==> src/shared/sample_fifo_pkg.sv <==
// Purpose: Shared constants for the pulse sample FIFO and its host-side reader
// Assumes: 8-bit register access through the sample_fifo_if carrier
// Notes:   Offsets follow the register map; config and control offsets are local
`default_nettype none
package sample_fifo_pkg;
    localparam int unsigned DEPTH          = 32;
    localparam int unsigned PTR_W          = 5;
    localparam int unsigned SAMPLE_W       = 18;
    localparam int unsigned THR_W          = 4;
    localparam int unsigned OVF_W          = 4;
    localparam logic [7:0]  ADDR_CFG       = 8'h37;
    localparam logic [7:0]  ADDR_WR_INDEX  = 8'h38;
    localparam logic [7:0]  ADDR_RD_INDEX  = 8'h39;
    localparam logic [7:0]  ADDR_OVF_COUNT = 8'h3A;
    localparam logic [7:0]  ADDR_READOUT   = 8'h3B;
    localparam logic [7:0]  ADDR_IDENT     = 8'h3D;
    localparam logic [7:0]  ADDR_STATUS    = 8'h3E;
    localparam logic [7:0]  HOST_ADDR_CTRL = 8'h00;
    localparam logic [7:0]  HOST_ADDR_STAT = 8'h01;
    localparam logic [7:0]  HOST_ADDR_DLO  = 8'h02;
    localparam logic [7:0]  HOST_ADDR_DMID = 8'h03;
    localparam logic [7:0]  HOST_ADDR_DHI  = 8'h04;
    localparam logic [7:0]  HOST_ADDR_RAW  = 8'h05;
    localparam int unsigned CFG_ROLL_BIT   = 4;
    localparam logic [7:0]  CFG_RESET      = 8'h00;
    localparam logic [7:0]  IDENT_VALUE    = 8'h5A; // Arbitrary value
    localparam logic [1:0]  BYTE_LAST      = 2'h2;
    localparam logic [OVF_W-1:0] OVF_MAX   = 4'hF;
    localparam logic [PTR_W-1:0] PTR_ONE   = 5'h01;
    localparam logic [PTR_W:0]   FULL_CNT  = 6'h20;
endpackage
`default_nettype wire

==> src/shared/sample_fifo_if.sv <==
// Purpose: Register link between the sample FIFO device and its host reader
// Assumes: One clock; host issues strobes, device answers one cycle later
// Notes:   Stands in for the serial register link as a parallel byte port
`timescale 1ns/1ps
`default_nettype none
interface sample_fifo_if (input wire logic sys_clk);
    logic [7:0] addr;
    logic [7:0] wdata;
    logic       wr;
    logic       rd;
    logic [7:0] rdata;
    logic       almost_full;
    modport dev (input addr, input wdata, input wr, input rd,
                 output rdata, output almost_full);
    modport host (output addr, output wdata, output wr, output rd,
                  input rdata, input almost_full);
endinterface
`default_nettype wire

==> src/hdl/sample_fifo_dev.sv <==
// Purpose: 32-entry pulse sample FIFO with rollover, threshold and byte readout
// Assumes: Samples arrive as one-cycle strobes from logic on sys_clk
// Notes:   Status register at 0x3E holds the almost-full level and byte phase
`timescale 1ns/1ps
`default_nettype none
module sample_fifo_dev (
    input  wire logic                              sys_clk,
    input  wire logic                              reset_n,
    input  wire logic                              sample_valid,
    input  wire logic [sample_fifo_pkg::SAMPLE_W-1:0] sample_data,
    output logic                                   sample_dropped,
    sample_fifo_if.dev                             bus
);
    import sample_fifo_pkg::*;

    logic [SAMPLE_W-1:0] mem_q [DEPTH];
    logic [PTR_W-1:0]    wr_idx_q;
    logic [PTR_W-1:0]    rd_idx_q;
    logic [PTR_W:0]      fill_q;
    logic [OVF_W-1:0]    ovf_q;
    logic [7:0]          cfg_q;
    logic [1:0]          phase_q;
    logic [7:0]          rdata_q;
    logic                afull_q;
    logic                drop_q;
    logic [7:0]          out_byte;
    logic                rollover;
    logic                full;
    logic                store;
    logic                overwrite;
    logic                byte_done;
    logic                sample_done;
    logic [PTR_W:0]      empty_cnt;

    // Pointers are five bits wide, so the increment wraps 31 to 0 by itself
    function automatic logic [PTR_W-1:0] next_idx(input logic [PTR_W-1:0] p);
        next_idx = p + PTR_ONE;
    endfunction

    function automatic logic wr_hit(input logic [7:0] a);
        wr_hit = bus.wr && (bus.addr == a);
    endfunction

    function automatic logic rd_hit(input logic [7:0] a);
        rd_hit = bus.rd && (bus.addr == a);
    endfunction

    // One decoder for every readable offset; unmapped offsets read as zero
    function automatic logic [7:0] reg_view(input logic [7:0] a);
        case (a)
            ADDR_CFG:       reg_view = cfg_q;
            ADDR_WR_INDEX:  reg_view = {3'h0, wr_idx_q};
            ADDR_RD_INDEX:  reg_view = {3'h0, rd_idx_q};
            ADDR_OVF_COUNT: reg_view = {4'h0, ovf_q};
            ADDR_READOUT:   reg_view = out_byte;
            ADDR_IDENT:     reg_view = IDENT_VALUE;
            ADDR_STATUS:    reg_view = {5'h0, phase_q, afull_q};
            default:        reg_view = '0;
        endcase
    endfunction

    assign rollover    = cfg_q[CFG_ROLL_BIT];
    assign full        = (fill_q == FULL_CNT);
    assign store       = sample_valid && (rollover || !full);
    // In rollover mode a read finishing in the same cycle frees the slot, so nothing is lost
    assign overwrite   = sample_valid && rollover && full && !sample_done;
    assign byte_done   = rd_hit(ADDR_READOUT);
    assign sample_done = byte_done && (phase_q == BYTE_LAST);
    assign empty_cnt   = FULL_CNT - fill_q;

    // Samples are stored whole; readout splits them afterwards
    sample_byte_split u_split (
        .sample    (mem_q[rd_idx_q]),
        .phase     (phase_q),
        .data_byte (out_byte)
    );

    // Storage has no reset; only the indices say what is valid
    always_ff @(posedge sys_clk) begin
        if (store) begin
            mem_q[wr_idx_q] <= sample_data;
        end
    end

    // Upper config bits are reserved and read back as zero
    always_ff @(posedge sys_clk or negedge reset_n) begin
        if (!reset_n) begin
            cfg_q <= CFG_RESET;
        end else if (wr_hit(ADDR_CFG)) begin
            cfg_q <= {3'h0, bus.wdata[4:0]};
        end
    end

    // A host write wins over a store in the same cycle
    always_ff @(posedge sys_clk or negedge reset_n) begin
        if (!reset_n) begin
            wr_idx_q <= '0;
        end else if (wr_hit(ADDR_WR_INDEX)) begin
            wr_idx_q <= bus.wdata[PTR_W-1:0];
        end else if (store) begin
            wr_idx_q <= next_idx(wr_idx_q);
        end
    end

    always_ff @(posedge sys_clk or negedge reset_n) begin
        if (!reset_n) begin
            rd_idx_q <= '0;
        end else if (wr_hit(ADDR_RD_INDEX)) begin
            rd_idx_q <= bus.wdata[PTR_W-1:0];
        end else if (sample_done) begin
            rd_idx_q <= next_idx(rd_idx_q);
        end
    end

    // Host write to the read index restarts the byte phase for a clean re-read
    always_ff @(posedge sys_clk or negedge reset_n) begin
        if (!reset_n) begin
            phase_q <= '0;
        end else if (wr_hit(ADDR_RD_INDEX) || sample_done) begin
            phase_q <= '0;
        end else if (byte_done) begin
            phase_q <= phase_q + 2'h1;
        end
    end

    // Fill level is what is unread; pointer writes clear it to zero
    always_ff @(posedge sys_clk or negedge reset_n) begin
        if (!reset_n) begin
            fill_q <= '0;
        end else if (wr_hit(ADDR_WR_INDEX) || wr_hit(ADDR_RD_INDEX)) begin
            fill_q <= '0;
        end else if (store && !overwrite && !(sample_done && fill_q != '0)) begin
            fill_q <= fill_q + 6'h01;
        end else if (!store && sample_done && fill_q != '0) begin
            fill_q <= fill_q - 6'h01;
        end
    end

    // The count holds at its ceiling until the host clears it
    always_ff @(posedge sys_clk or negedge reset_n) begin
        if (!reset_n) begin
            ovf_q <= '0;
        end else if (wr_hit(ADDR_OVF_COUNT)) begin
            ovf_q <= bus.wdata[OVF_W-1:0];
        end else if (overwrite && ovf_q != OVF_MAX) begin
            ovf_q <= ovf_q + 4'h1;
        end
    end

    always_ff @(posedge sys_clk or negedge reset_n) begin
        if (!reset_n) begin
            afull_q <= 1'b0;
        end else begin
            afull_q <= (empty_cnt == {2'h0, cfg_q[THR_W-1:0]});
        end
    end

    // Drop pulse lets the sample side count samples refused when full in discard mode; rollover overwrites do not pulse it
    always_ff @(posedge sys_clk or negedge reset_n) begin
        if (!reset_n) begin
            drop_q <= 1'b0;
        end else begin
            drop_q <= sample_valid && !store;
        end
    end

    // Address is never advanced here; the readout offset stays put
    always_ff @(posedge sys_clk or negedge reset_n) begin
        if (!reset_n) begin
            rdata_q <= '0;
        end else if (bus.rd) begin
            rdata_q <= reg_view(bus.addr);
        end else begin
            rdata_q <= '0;
        end
    end

    assign bus.rdata       = rdata_q;
    assign bus.almost_full = afull_q;
    assign sample_dropped  = drop_q;
endmodule // sample_fifo_dev
`default_nettype wire

==> src/hdl/sample_byte_split.sv <==
// Purpose: Picks one byte of an 18-bit sample by byte phase
// Assumes: Phase 0..2, low byte first
// Notes:   Pure combinational lane selector
`timescale 1ns/1ps
`default_nettype none
module sample_byte_split (
    input  wire logic [sample_fifo_pkg::SAMPLE_W-1:0] sample,
    input  wire logic [1:0]                           phase,
    output logic      [7:0]                           data_byte
);
    import sample_fifo_pkg::*;
    always_comb begin
        case (phase)
            2'h0:    data_byte = sample[7:0];
            2'h1:    data_byte = sample[15:8];
            default: data_byte = {6'h00, sample[17:16]};
        endcase
    end
endmodule // sample_byte_split
`default_nettype wire

==> src/flat_wrapper.sv <==
// flat-port wrapper written by rule: the top's interface ports become plain ports
module sample_fifo_dev_flat import sample_fifo_pkg::*;
  (sys_clk, reset_n, sample_valid, sample_data, sample_dropped, bus_addr, bus_wdata, bus_wr, bus_rd, bus_rdata, bus_almost_full);
  sample_fifo_if bus_i (.sys_clk(sys_clk));
  input  wire logic sys_clk;
  input  wire logic reset_n;
  input  wire logic sample_valid;
  input  wire logic [sample_fifo_pkg::SAMPLE_W-1:0] sample_data;
  output logic sample_dropped;
  input wire logic [$bits(bus_i.addr)-1:0] bus_addr;
  input wire logic [$bits(bus_i.wdata)-1:0] bus_wdata;
  input wire logic [$bits(bus_i.wr)-1:0] bus_wr;
  input wire logic [$bits(bus_i.rd)-1:0] bus_rd;
  output wire logic [$bits(bus_i.rdata)-1:0] bus_rdata;
  output wire logic [$bits(bus_i.almost_full)-1:0] bus_almost_full;
  assign bus_i.addr = bus_addr;
  assign bus_i.wdata = bus_wdata;
  assign bus_i.wr = bus_wr;
  assign bus_i.rd = bus_rd;
  assign bus_rdata = bus_i.rdata;
  assign bus_almost_full = bus_i.almost_full;
  sample_fifo_dev u_core (.sys_clk(sys_clk), .reset_n(reset_n), .sample_valid(sample_valid), .sample_data(sample_data), .sample_dropped(sample_dropped), .bus(bus_i));
endmodule
==> config.mk <==
export PLATFORM = sky130hd
export DESIGN_NAME = sample_fifo_dev_flat
export DESIGN_NICKNAME = d
export VERILOG_FILES = /design/src/shared/sample_fifo_pkg.sv /design/src/shared/sample_fifo_if.sv /design/src/hdl/sample_fifo_dev.sv /design/src/hdl/sample_byte_split.sv /design/src/flat_wrapper.sv
export SDC_FILE = /design/constraint.sdc
export NUM_CORES = 1
export LEC_CHECK = 0
export BUFFER_PORTS_ARGS = -buffer_cell sky130_fd_sc_hd__buf_2
export CAP_MARGIN = 40
export CORE_UTILIZATION = 55
export DETAILED_ROUTE_END_ITERATION = 10
export PLACE_DENSITY_LB_ADDON = 0.2
export SYNTH_ARGS = -nofsm -noshare
export SYNTH_HDL_FRONTEND = slang
export SYNTH_SLANG_ARGS = --single-unit
==> constraint.sdc <==
create_clock -name sys_clk -period 3.4 [get_ports sys_clk]
set_input_delay 0.68 -clock sys_clk [delete_from_list [all_inputs] [get_ports sys_clk]]
set_output_delay 0.68 -clock sys_clk [all_outputs]
set_load 0.05 [all_outputs]
== Word level (Yosys, flattened, before mapping) ==
Memories as Yosys holds them, arrays and structs flattened.
Cells that the tools add are included.
Cells by class
  muxes and demuxes: 16
  reductions and logical operators: 32
  add/subtract/negate cells: 7
  equal/unequal tests: 12
Operator list (count)
  equality test 8 x 6 -> 1 bit, second input constant: 7
  one-hot mux 8 bit (7 select lines): 1
  2-to-1 mux 5 bit: 4
  2-to-1 mux 6 bit: 3
  logical AND 1 bit: 17
  one-hot mux 8 bit (2 select lines): 1
  adder 5 x 1 -> 5 bit, second input constant: 2
  2-to-1 mux 4 bit: 2
  2-to-1 mux 8 bit: 1
  nonzero test 2 bit: 4
  adder 6 x 1 -> 6 bit, second input constant: 1
  equality test 6 x 4 -> 1 bit: 1
  equality test 6 bit, second input constant: 1
  nonzero test 6 bit: 1
  subtractor 6 x 1 -> 6 bit, second input constant: 1
  subtractor 6 bit, first input constant: 1
  zero test 1 bit: 5
  adder 4 x 1 -> 4 bit, second input constant: 1
  2-to-1 mux 2 bit: 2
  != test 4 bit, second input constant: 1
  logical OR 1 bit: 3
  nonzero test 3 bit: 1
  adder 2 x 1 -> 2 bit, second input constant: 1
  equality test 2 x 1 -> 1 bit, second input constant: 1
  other kinds (3): 4
Storage, ports and cells
  input bits: 39
  flip-flop bits (word level): 37
  output and inout port bits: 10
  word-level logic and storage cells: 77
  memories: 1
  memory bits (writable): 576
Memory list
  u_core.mem_q: depth 32, bits a word 18, rd ports 1, clocked after memory_dff 0, wr ports 1, line sample_fifo_dev.sv:16  | logic [SAMPLE_W-1:0] mem_q [DEPTH];

== Logic depth before layout (Yosys ltp) ==
Gate-level depths: netlist of the first run.
  depth in word-level cells: 10
  depth in mapped cells: 14
  mapped depth without buffers: 13

== Modules after synthesis ==
A second synthesis of the first run with hierarchy kept.
Second synthesis, totals
  cell total of the unflattened synthesis: 1228
  area total of the unflattened synthesis: 24659.9 sq um
By module, submodules not included
  sample_fifo_dev: instances 1, area each 24523.5 sq um, cells an instance 1208, seq. area each 18222.5 sq um
  sample_byte_split: instances 1, area each 136.4 sq um, cells an instance 20, seq. area each 0.0 sq um

== Worst setup path before layout of the first run ==
OpenSTA, ideal clock, no wires.
  path kind: register to register
  start: register u_core.fill_q[0]
  end: memory u_core.mem_q[15][0] (enable)
  data required time: 3006 ps
  cell stages (with the launch flop): 8
  arrival: 2673 ps
  path slack: 333 ps
  buffers on the path: 1
  library setup time: 394 ps
  clock period less this slack: 3067 ps
  path through: dfrtp_1 -> clkbuf_1 -> inv_1 -> ha_1 -> nor4b_4 -> a31oi_1 -> nand2_1 -> nor2_1
On the way
  longest elaborated chain between the ends: 6
RTL lines
  start, declared: line sample_fifo_dev.sv:19  | logic [PTR_W:0] fill_q;
  start signal, assigned: line sample_fifo_dev.sv:133  | fill_q <= fill_q + 6'h01;
  start signal, assigned: line sample_fifo_dev.sv:135  | fill_q <= fill_q - 6'h01;
  equality test 6 bit: line sample_fifo_dev.sv:63  | assign full = (fill_q == FULL_CNT);
  zero test 1 bit: line sample_fifo_dev.sv:64  | assign store = sample_valid && (rollover || !full);
  logical OR 1 bit: line sample_fifo_dev.sv:64
  logical AND 1 bit: line sample_fifo_dev.sv:64
  2-to-1 mux 1 bit: line sample_fifo_dev.sv:80  | if (store) begin
  2-to-1 mux 1 bit (not written as such): line sample_fifo_dev.sv:81  | mem_q[wr_idx_q] <= sample_data;
  end, declared: line sample_fifo_dev.sv:16
No other way between the ends.

== Worst setup path in the final report of the first run ==
  start: register u_core.fill_q[0]
  end: register u_core.fill_q[5]
On the way
  longest elaborated chain between the ends: 8
  elaborated cells on any way between the ends: 21
  classes of those cells: add/sub: 2; eq/ne: 1; mux: 3; reduce/logical: 15
RTL lines
  parallel branches: the longest is 8 deep, another holds subtractor 6 x 1 -> 6 bit
Parallel ways; which one is timed is not known. The select of a mux whose other input is x is not followed.
A chain may end at the register's enable or synchronous reset.

==> impl_metrics.tcl, run 1 <==
set metrics [dict create \
    core-area_mm2 0.04412 \
    rsz0062_at_grt "no" \
    maxSlewViolCount 0 \
    worstHoldPathType "in2async" \
    die_x_um 213.3 \
    ctsResizeCount 0 \
    p_leak_nw 9.187 \
    dieArea_mm2 0.04550 \
    synth-edff-count 576 \
    setup_violations 0 \
    fin_cells 2002 \
    place_congestion 0.8833 \
    preCtsSetupSlack_ps 293.3 \
    ys_top_cells_by_count "edfxtp_1 (576), mux4_2 (140), nor2_1 (59), nand2_1 (49), mux2i_1 (45)" \
    worstPathMaxFanout 6 \
    rows 77 \
    dp_hpwl_mm 34.02 \
    drc 0 \
    cts_tree "yes" \
    final_antenna_net_count 0 \
    diodes 0 \
    comb_power_share 0.105 \
    postCtsHoldBufs 0 \
    slew-limit-headroom 0.4950 \
    worstPathRequired_ps 3950 \
    ys_seq_elements 613 \
    switching_share 0.2364 \
    postSynth.asyncResetShare 0.06036 \
    cts-root-buf "clkbuf_16" \
    layout.nets 1412 \
    cts_buffer_depth 3 \
    grt.overflow.total 0 \
    routedWlPerCell_um 28.08 \
    synth.top_cell.area_share 0.7043 \
    clock_sinks 613 \
    wl_mm 56.21 \
    clkTransAtPathRegs_ps 60 \
    power.switching_w 0.004167 \
    first_iter_violations 1147 \
    finClkSkew_ps 22.48 \
    area_growth_pct 15.03 \
    avgViaCountPerCell 6.268 \
    syn_inst 1215 \
    synth_area_mm2 0.02456 \
    grt_pass1_vias 12570 \
    htree_num_levels 2 \
    yosysTopAreaCell "edfxtp_1" \
    drive_above_1_share 0.3028 \
    path_class "reg2reg" \
    post-route-util 0.6402 \
    start_util 0.5566 \
    via_count 12550 \
    grt_pass1_wl_mm 82.12 \
    synth_ff_type "edfxtp_1" \
    port_buffers 45 \
    insertion_delay_ps 630 \
    die_y_um 213.3 \
    r2r_cells 12 \
    grt_use_total 0.2569 \
    placedCellCount 1888 \
    ios 49 \
    drv_cap 0 \
    ir_drop_uv 401.3 \
    max_slew.worst_pin.slew_ps 756.0 \
    startpoint_type "flop" \
    clockPowerShare 0.383 \
    critPathCaptureType "flop" \
    synthMostInstantiatedCell "edfxtp_1" \
    r2r-start "u_core.fill_q[0]$_DFFE_PN0P_" \
    pwr-share-seq 0.512 \
    cts_made_buffers 60 \
    grt_start_max_net_pins 43 \
    synth_nets 1269 \
    r2r_slack_ps 350 \
    min_period_ps 3055 \
    fin_ws_ps 345.2 \
    ys_seq_area_frac 0.7420 \
    antenna_found_initial 1 \
    r2r-end "u_core.fill_q[5]$_DFFE_PN0P_" \
    synth_area_leaders "edfxtp_1 (70%), mux4_2 (13%), dfrtp_1 (3.8%)" \
    hold_viol 0 \
    synth.distinct_cells 66 \
    intPower_w 0.01346 \
    fin_crit_sh 0.8985 \
    whs_ps 119.5 \
    ys_warn_count 0 \
    power.density_cell_area_mw_per_mm2 624.0 \
    postCtsSetupRepairBufs 0 \
    max_freq_mhz 327.3 \
    drtPass1Iterations 7 \
    fillCellCount 3045 \
    syn_avg_cell_area_um2 20.21 \
    setup_tns_ps 0 \
    status "finished, final reports clean" \
    crit_arrival_ps 3610 \
]
[final cells by class]
| class | count | area [um2] | area share |
|---|---|---|---|
| Inverter | 13 | 48.80 | 0.001727 |
| Timing Repair Buffer | 136 | 1134 | 0.04013 |
| Tap cell | 592 | 740.7 | 0.02622 |
| Clock inverter | 40 | 402.9 | 0.01426 |
| Clock buffer | 74 | 1637 | 0.05793 |
| Multi-Input combinational cell | 534 | 6056 | 0.2144 |
| Sequential cell | 613 | 18230 | 0.6454 |
[through the flow]
step	cell area, um2	total power [W]
floorplan	24560	0.01022
global placement	26210	0.01097
detailed placement	26210	0.01103
CTS	28250	0.01774
global route	28250	0.01822
finish	28250	0.01763
[power groups by stage]
stage	combinational (W)	clock, W	sequential [W]
floorplan	0.00117	0	0.00906
global placement	0.00182	0	0.00916
detailed placement	0.00185	0	0.00918
CTS	0.00187	0.00685	0.00902
global route	0.00200	0.00716	0.00906
finish	0.00185	0.00676	0.00902
[sequential cells by signal, indices dropped and copies added, names as in the netlist]
| register | flops |
|---|---|
| u_core.phase_q | 2 |
| u_core.cfg_q | 5 |
| u_core.rd_idx_q | 5 |
| u_core.wr_idx_q | 5 |
| u_core.mem_q | 576 |
| u_core.sample_dropped | 1 |
| u_core.ovf_q | 4 |
| u_core.bus.rdata | 8 |
| u_core.bus.almost_full | 1 |
| u_core.fill_q | 6 |
[metal layers]
metal,vias up,track usage,wire [um],part of all wire
li1,5320,-,-,-
met1,6622,0.3608,23380,0.42
met2,508,0.4113,27340,0.49
met3,96,0.04971,3883,0.069
met4,2,0.08128,1602,0.028
met5,-,0,10,0.00018
[critical path: stages, from the launching register on]
cell and delay (ps):
dfrtp_1 470, inv_1 140, ha_1 230, nor4b_4 410, nand2_1 170, o211ai_1 210
ha_1 320, a211oi_1 290, o21bai_1 120, a21oi_1 180, xnor2_1 100, a211o_1 300
nand2_1 60
[worst max-delay path by stage]
stage / startpoint / to / slack, ps
final: u_core.fill_q[0]$_DFFE_PN0P_ / u_core.fill_q[5]$_DFFE_PN0P_ / 350
after global routing: u_core.fill_q[0]$_DFFE_PN0P_ / u_core.fill_q[5]$_DFFE_PN0P_ / 8
after CTS: u_core.fill_q[0]$_DFFE_PN0P_ / u_core.fill_q[5]$_DFFE_PN0P_ / 310
after detailed placement: bus_addr[6] / u_core.fill_q[5]$_DFFE_PN0P_ / 290
after global placement: bus_addr[6] / u_core.fill_q[5]$_DFFE_PN0P_ / 320
after floorplan: u_core.fill_q[0]$_DFFE_PN0P_ / u_core.mem_q[15][0]$_DFFE_PP_ / 330
[layout by cell type, fill, tap and decap left out, types with 6 or more instances in the layout]
cell type,instances
o21ai_0,16
mux4_1,8
buf_12,18
ha_1,14
edfxtp_1,576
inv_1,12
a21oi_1,32
a211oi_1,10
clkbuf_16,62
a22oi_1,19
clkbuf_1,8
buf_2,45
o22ai_1,9
o221ai_1,6
xnor2_1,9
nor2_1,27
clkinv_1,9
mux4_2,140
nor2b_1,11
nand2_1,49
clkinv_2,16
buf_4,73
nor2_2,32
dfrtp_1,34
bufinv_16,7
mux2i_1,45
nand2b_1,7
xor2_1,6
nand3_1,11
mux2_2,9
[cell families after synthesis]
group           synth area share
xor+xnor                0.005350
flops                     0.7420
simple gates             0.03577
mux                       0.1594
fa+ha+maj               0.007948
buf+inv                  0.01467
compound gates           0.03485
Power figures use the tool's default switching activity.
==> run 2: changes to the inputs <==
ABC_AREA = 1   (was not set)
==> run 2 against run 1 <==
Synthesized area is 4.6% higher. Synthesized cell count is 83% higher. Sequential power is 2% lower. Clock-buffer cell count stayed put. Combinational power is 22% higher. Die area is 4.5% higher. Critical endpoint unchanged. Highest routed layer is now met4.
==> impl_metrics.tcl, run 2 <==
set metrics [dict create \
    synth_ff_type "edfxtp_1" \
    grt_start_max_net_pins 136 \
    layout.nets 2330 \
    r2r-start "u_core.fill_q[0]$_DFFE_PN0P_" \
    hold_end "u_core.rd_idx_q[0]$_DFFE_PN0N_" \
    grt_pass1_wl_mm 97.23 \
    p_leak_nw 10.16 \
    fin_area_mm2 0.02865 \
    postCtsHoldBufs 1 \
    synth_nets 2279 \
    top_register "u_core.mem_q" \
    grt.overflow.total 0 \
    port_buffers 45 \
    finClkSkew_ps 21.07 \
    worstHoldPathType "in2reg" \
    ys_warn_count 0 \
    drive_above_1_share 0.1089 \
    largest_reg_flops 576 \
    antenna_found_initial 1 \
    rsz0062_at_grt "no" \
    power.density_cell_area_mw_per_mm2 600.1 \
    cts-root-buf "clkbuf_16" \
    post_dp_cell_area_mm2 0.02690 \
    ys_seq_area_frac 0.7095 \
    r2r-end "u_core.fill_q[5]$_DFFE_PN0P_" \
    ys_top_cells_by_count "edfxtp_1 (576), nand2_1 (423), nor2_1 (358), nand3_1 (226), o21ai_0 (205)" \
    startpoint_type "flop" \
    preCtsSetupSlack_ps 392.0 \
    whs_ps 333.4 \
    worstPathRequired_ps 3910 \
    fin_ws_ps 493.4 \
    ios 49 \
    dieArea_mm2 0.04757 \
    die_x_um 218.1 \
    postSynth.asyncResetShare 0.06036 \
    place_congestion 0.9593 \
    grt_use_total 0.2747 \
    critPathCaptureType "flop" \
    via_count 16980 \
    min_from "bus_wdata[0]" \
    fin_crit_sh 0.8549 \
    ys_seq_elements 613 \
    drc 0 \
    min_path_cells 3 \
    maxSlewViolCount 0 \
    diodes 0 \
    area_growth_pct 11.57 \
    drtPass1Iterations 5 \
    worstPathMaxFanout 9 \
    cts_buffer_depth 3 \
    final_common_cell "edfxtp_1" \
    routedWlPerCell_um 22.00 \
    hold_viol 0 \
    first_iter_violations 1901 \
    synth.distinct_cells 43 \
    clock_sinks 613 \
    wl_mm 64.12 \
    htree_num_levels 2 \
    core-area_mm2 0.04567 \
    start_util 0.5623 \
    cts_made_buffers 59 \
    synth_area_leaders "edfxtp_1 (67%), nand2_1 (6.2%), nor2_1 (5.2%)" \
    syn_avg_cell_area_um2 11.54 \
    postCtsSetupRepairBufs 0 \
    clkTransAtPathRegs_ps 60 \
    dp_hpwl_mm 38.09 \
    drv_cap 0 \
    synth_area_mm2 0.02568 \
    ctsResizeCount 0 \
    max_freq_mhz 344.0 \
    ir_drop_uv 441.7 \
    insertion_delay_ps 630 \
    layout_common_cells "edfxtp_1 (576), nand2_1 (423), nor2_1 (330), nand3_1 (226), o21ai_0 (205)" \
    grt_pass1_vias 16310 \
    path_class "reg2reg" \
    die_y_um 218.1 \
    syn_inst 2225 \
    cts_tree "yes" \
    min_period_ps 2907 \
    synthMostInstantiatedCell "edfxtp_1" \
    yosysTopAreaCell "edfxtp_1" \
    r2r_slack_ps 490 \
    synth-edff-count 576 \
    rows 78 \
    setup_tns_ps 0 \
    final_antenna_net_count 0 \
    crit_arrival_ps 3410 \
    max_slew.worst_pin.slew_ps 876.3 \
    slew-limit-headroom 0.4122 \
    setup_violations 0 \
    status "finished, final reports clean" \
    synth.top_cell.area_share 0.6735 \
    r2r_cells 18 \
    avgViaCountPerCell 5.826 \
]
==> run 2: worst max-delay path by stage <==
stage / start / end / slack [ps] / cells past startpoint
global placement: bus_addr[7] / u_core.fill_q[5]$_DFFE_PN0P_ / 380 / 18
floorplan: u_core.fill_q[0]$_DFFE_PN0P_ / u_core.mem_q[15][0]$_DFFE_PP_ / 660 / 7
CTS: u_core.fill_q[0]$_DFFE_PN0P_ / u_core.fill_q[5]$_DFFE_PN0P_ / 470 / 18
global route: u_core.fill_q[0]$_DFFE_PN0P_ / u_core.fill_q[5]$_DFFE_PN0P_ / 220 / 18
finish: u_core.fill_q[0]$_DFFE_PN0P_ / u_core.fill_q[5]$_DFFE_PN0P_ / 490 / 18
detailed placement: bus_addr[7] / u_core.fill_q[5]$_DFFE_PN0P_ / 390 / 18
==> run 2: metal layers <==
| metal | vias to the layer above | part of all wire | GRT usage |
|---|---|---|---|
| li1 | 7913 | - | - |
| met1 | 8308 | 0.42 | 0.3922 |
| met2 | 654 | 0.47 | 0.4317 |
| met3 | 102 | 0.081 | 0.04857 |
| met4 | 0 | 0.026 | 0.08625 |
| met5 | - | 0 | 0 |
==> run 2: kinds of logic (layout without fill, tap and decap cells) <==
group / Yosys count / after routing / share of synthesized area
DFF: 613 / 613 / 0.7095
and+or+nand+nor: 1047 / 1047 / 0.1691
buffers and inverters: 199 / 288 / 0.03449
xor gates and xnor gates: 18 / 18 / 0.006138
adders and majority gates: 15 / 15 / 0.007600
AOI/OAI and AO/OA: 333 / 333 / 0.07317
==> run 2: critical path: stages (launching register included) <==
cell	delay [ps]
dfrtp_1	450
inv_1	170
ha_1	230
nand3_1	120
nor2_1	180
nand2_1	90
o21ai_2	150
inv_2	130
nand3_4	170
ha_1	300
a21o_1	190
nand2_1	50
nand3_1	80
xor2_1	210
inv_1	60
nand2_1	60
nand2_1	50
nand2_1	60
nand2_1	40
==> run 2: area by class of cell <==
type / count / area (um2)
Clock buffer: 74 / 1554
Clock inverter: 25 / 192.7
Fill cell: 3564 / 17020
Inverter: 76 / 294.0
Multi-Input combinational cell: 1413 / 6650
Sequential cell: 613 / 18230
Tap cell: 600 / 750.7
Timing Repair Buffer: 113 / 982.2
==> run 2: power breakdown <==
part           switching, W  internal, W  leakage, nW
Sequential         0.000178      0.00869         5.65
Clock               0.00271      0.00336        0.842
Combinational       0.00159     0.000670         3.67
Total               0.00448       0.0127         10.2
==> run 2: per-stage QoR <==
stage	total power [W]	utilization	instances
6_report	0.01720	0.6274	2914
5_1_grt	0.01781	0.6274	2914
2_1_floorplan	0.01039	-	2225
3_5_place_dp	0.01128	0.5889	2814
4_1_cts	0.01728	0.6274	2914
3_3_place_gp	0.01119	0.5841	2799
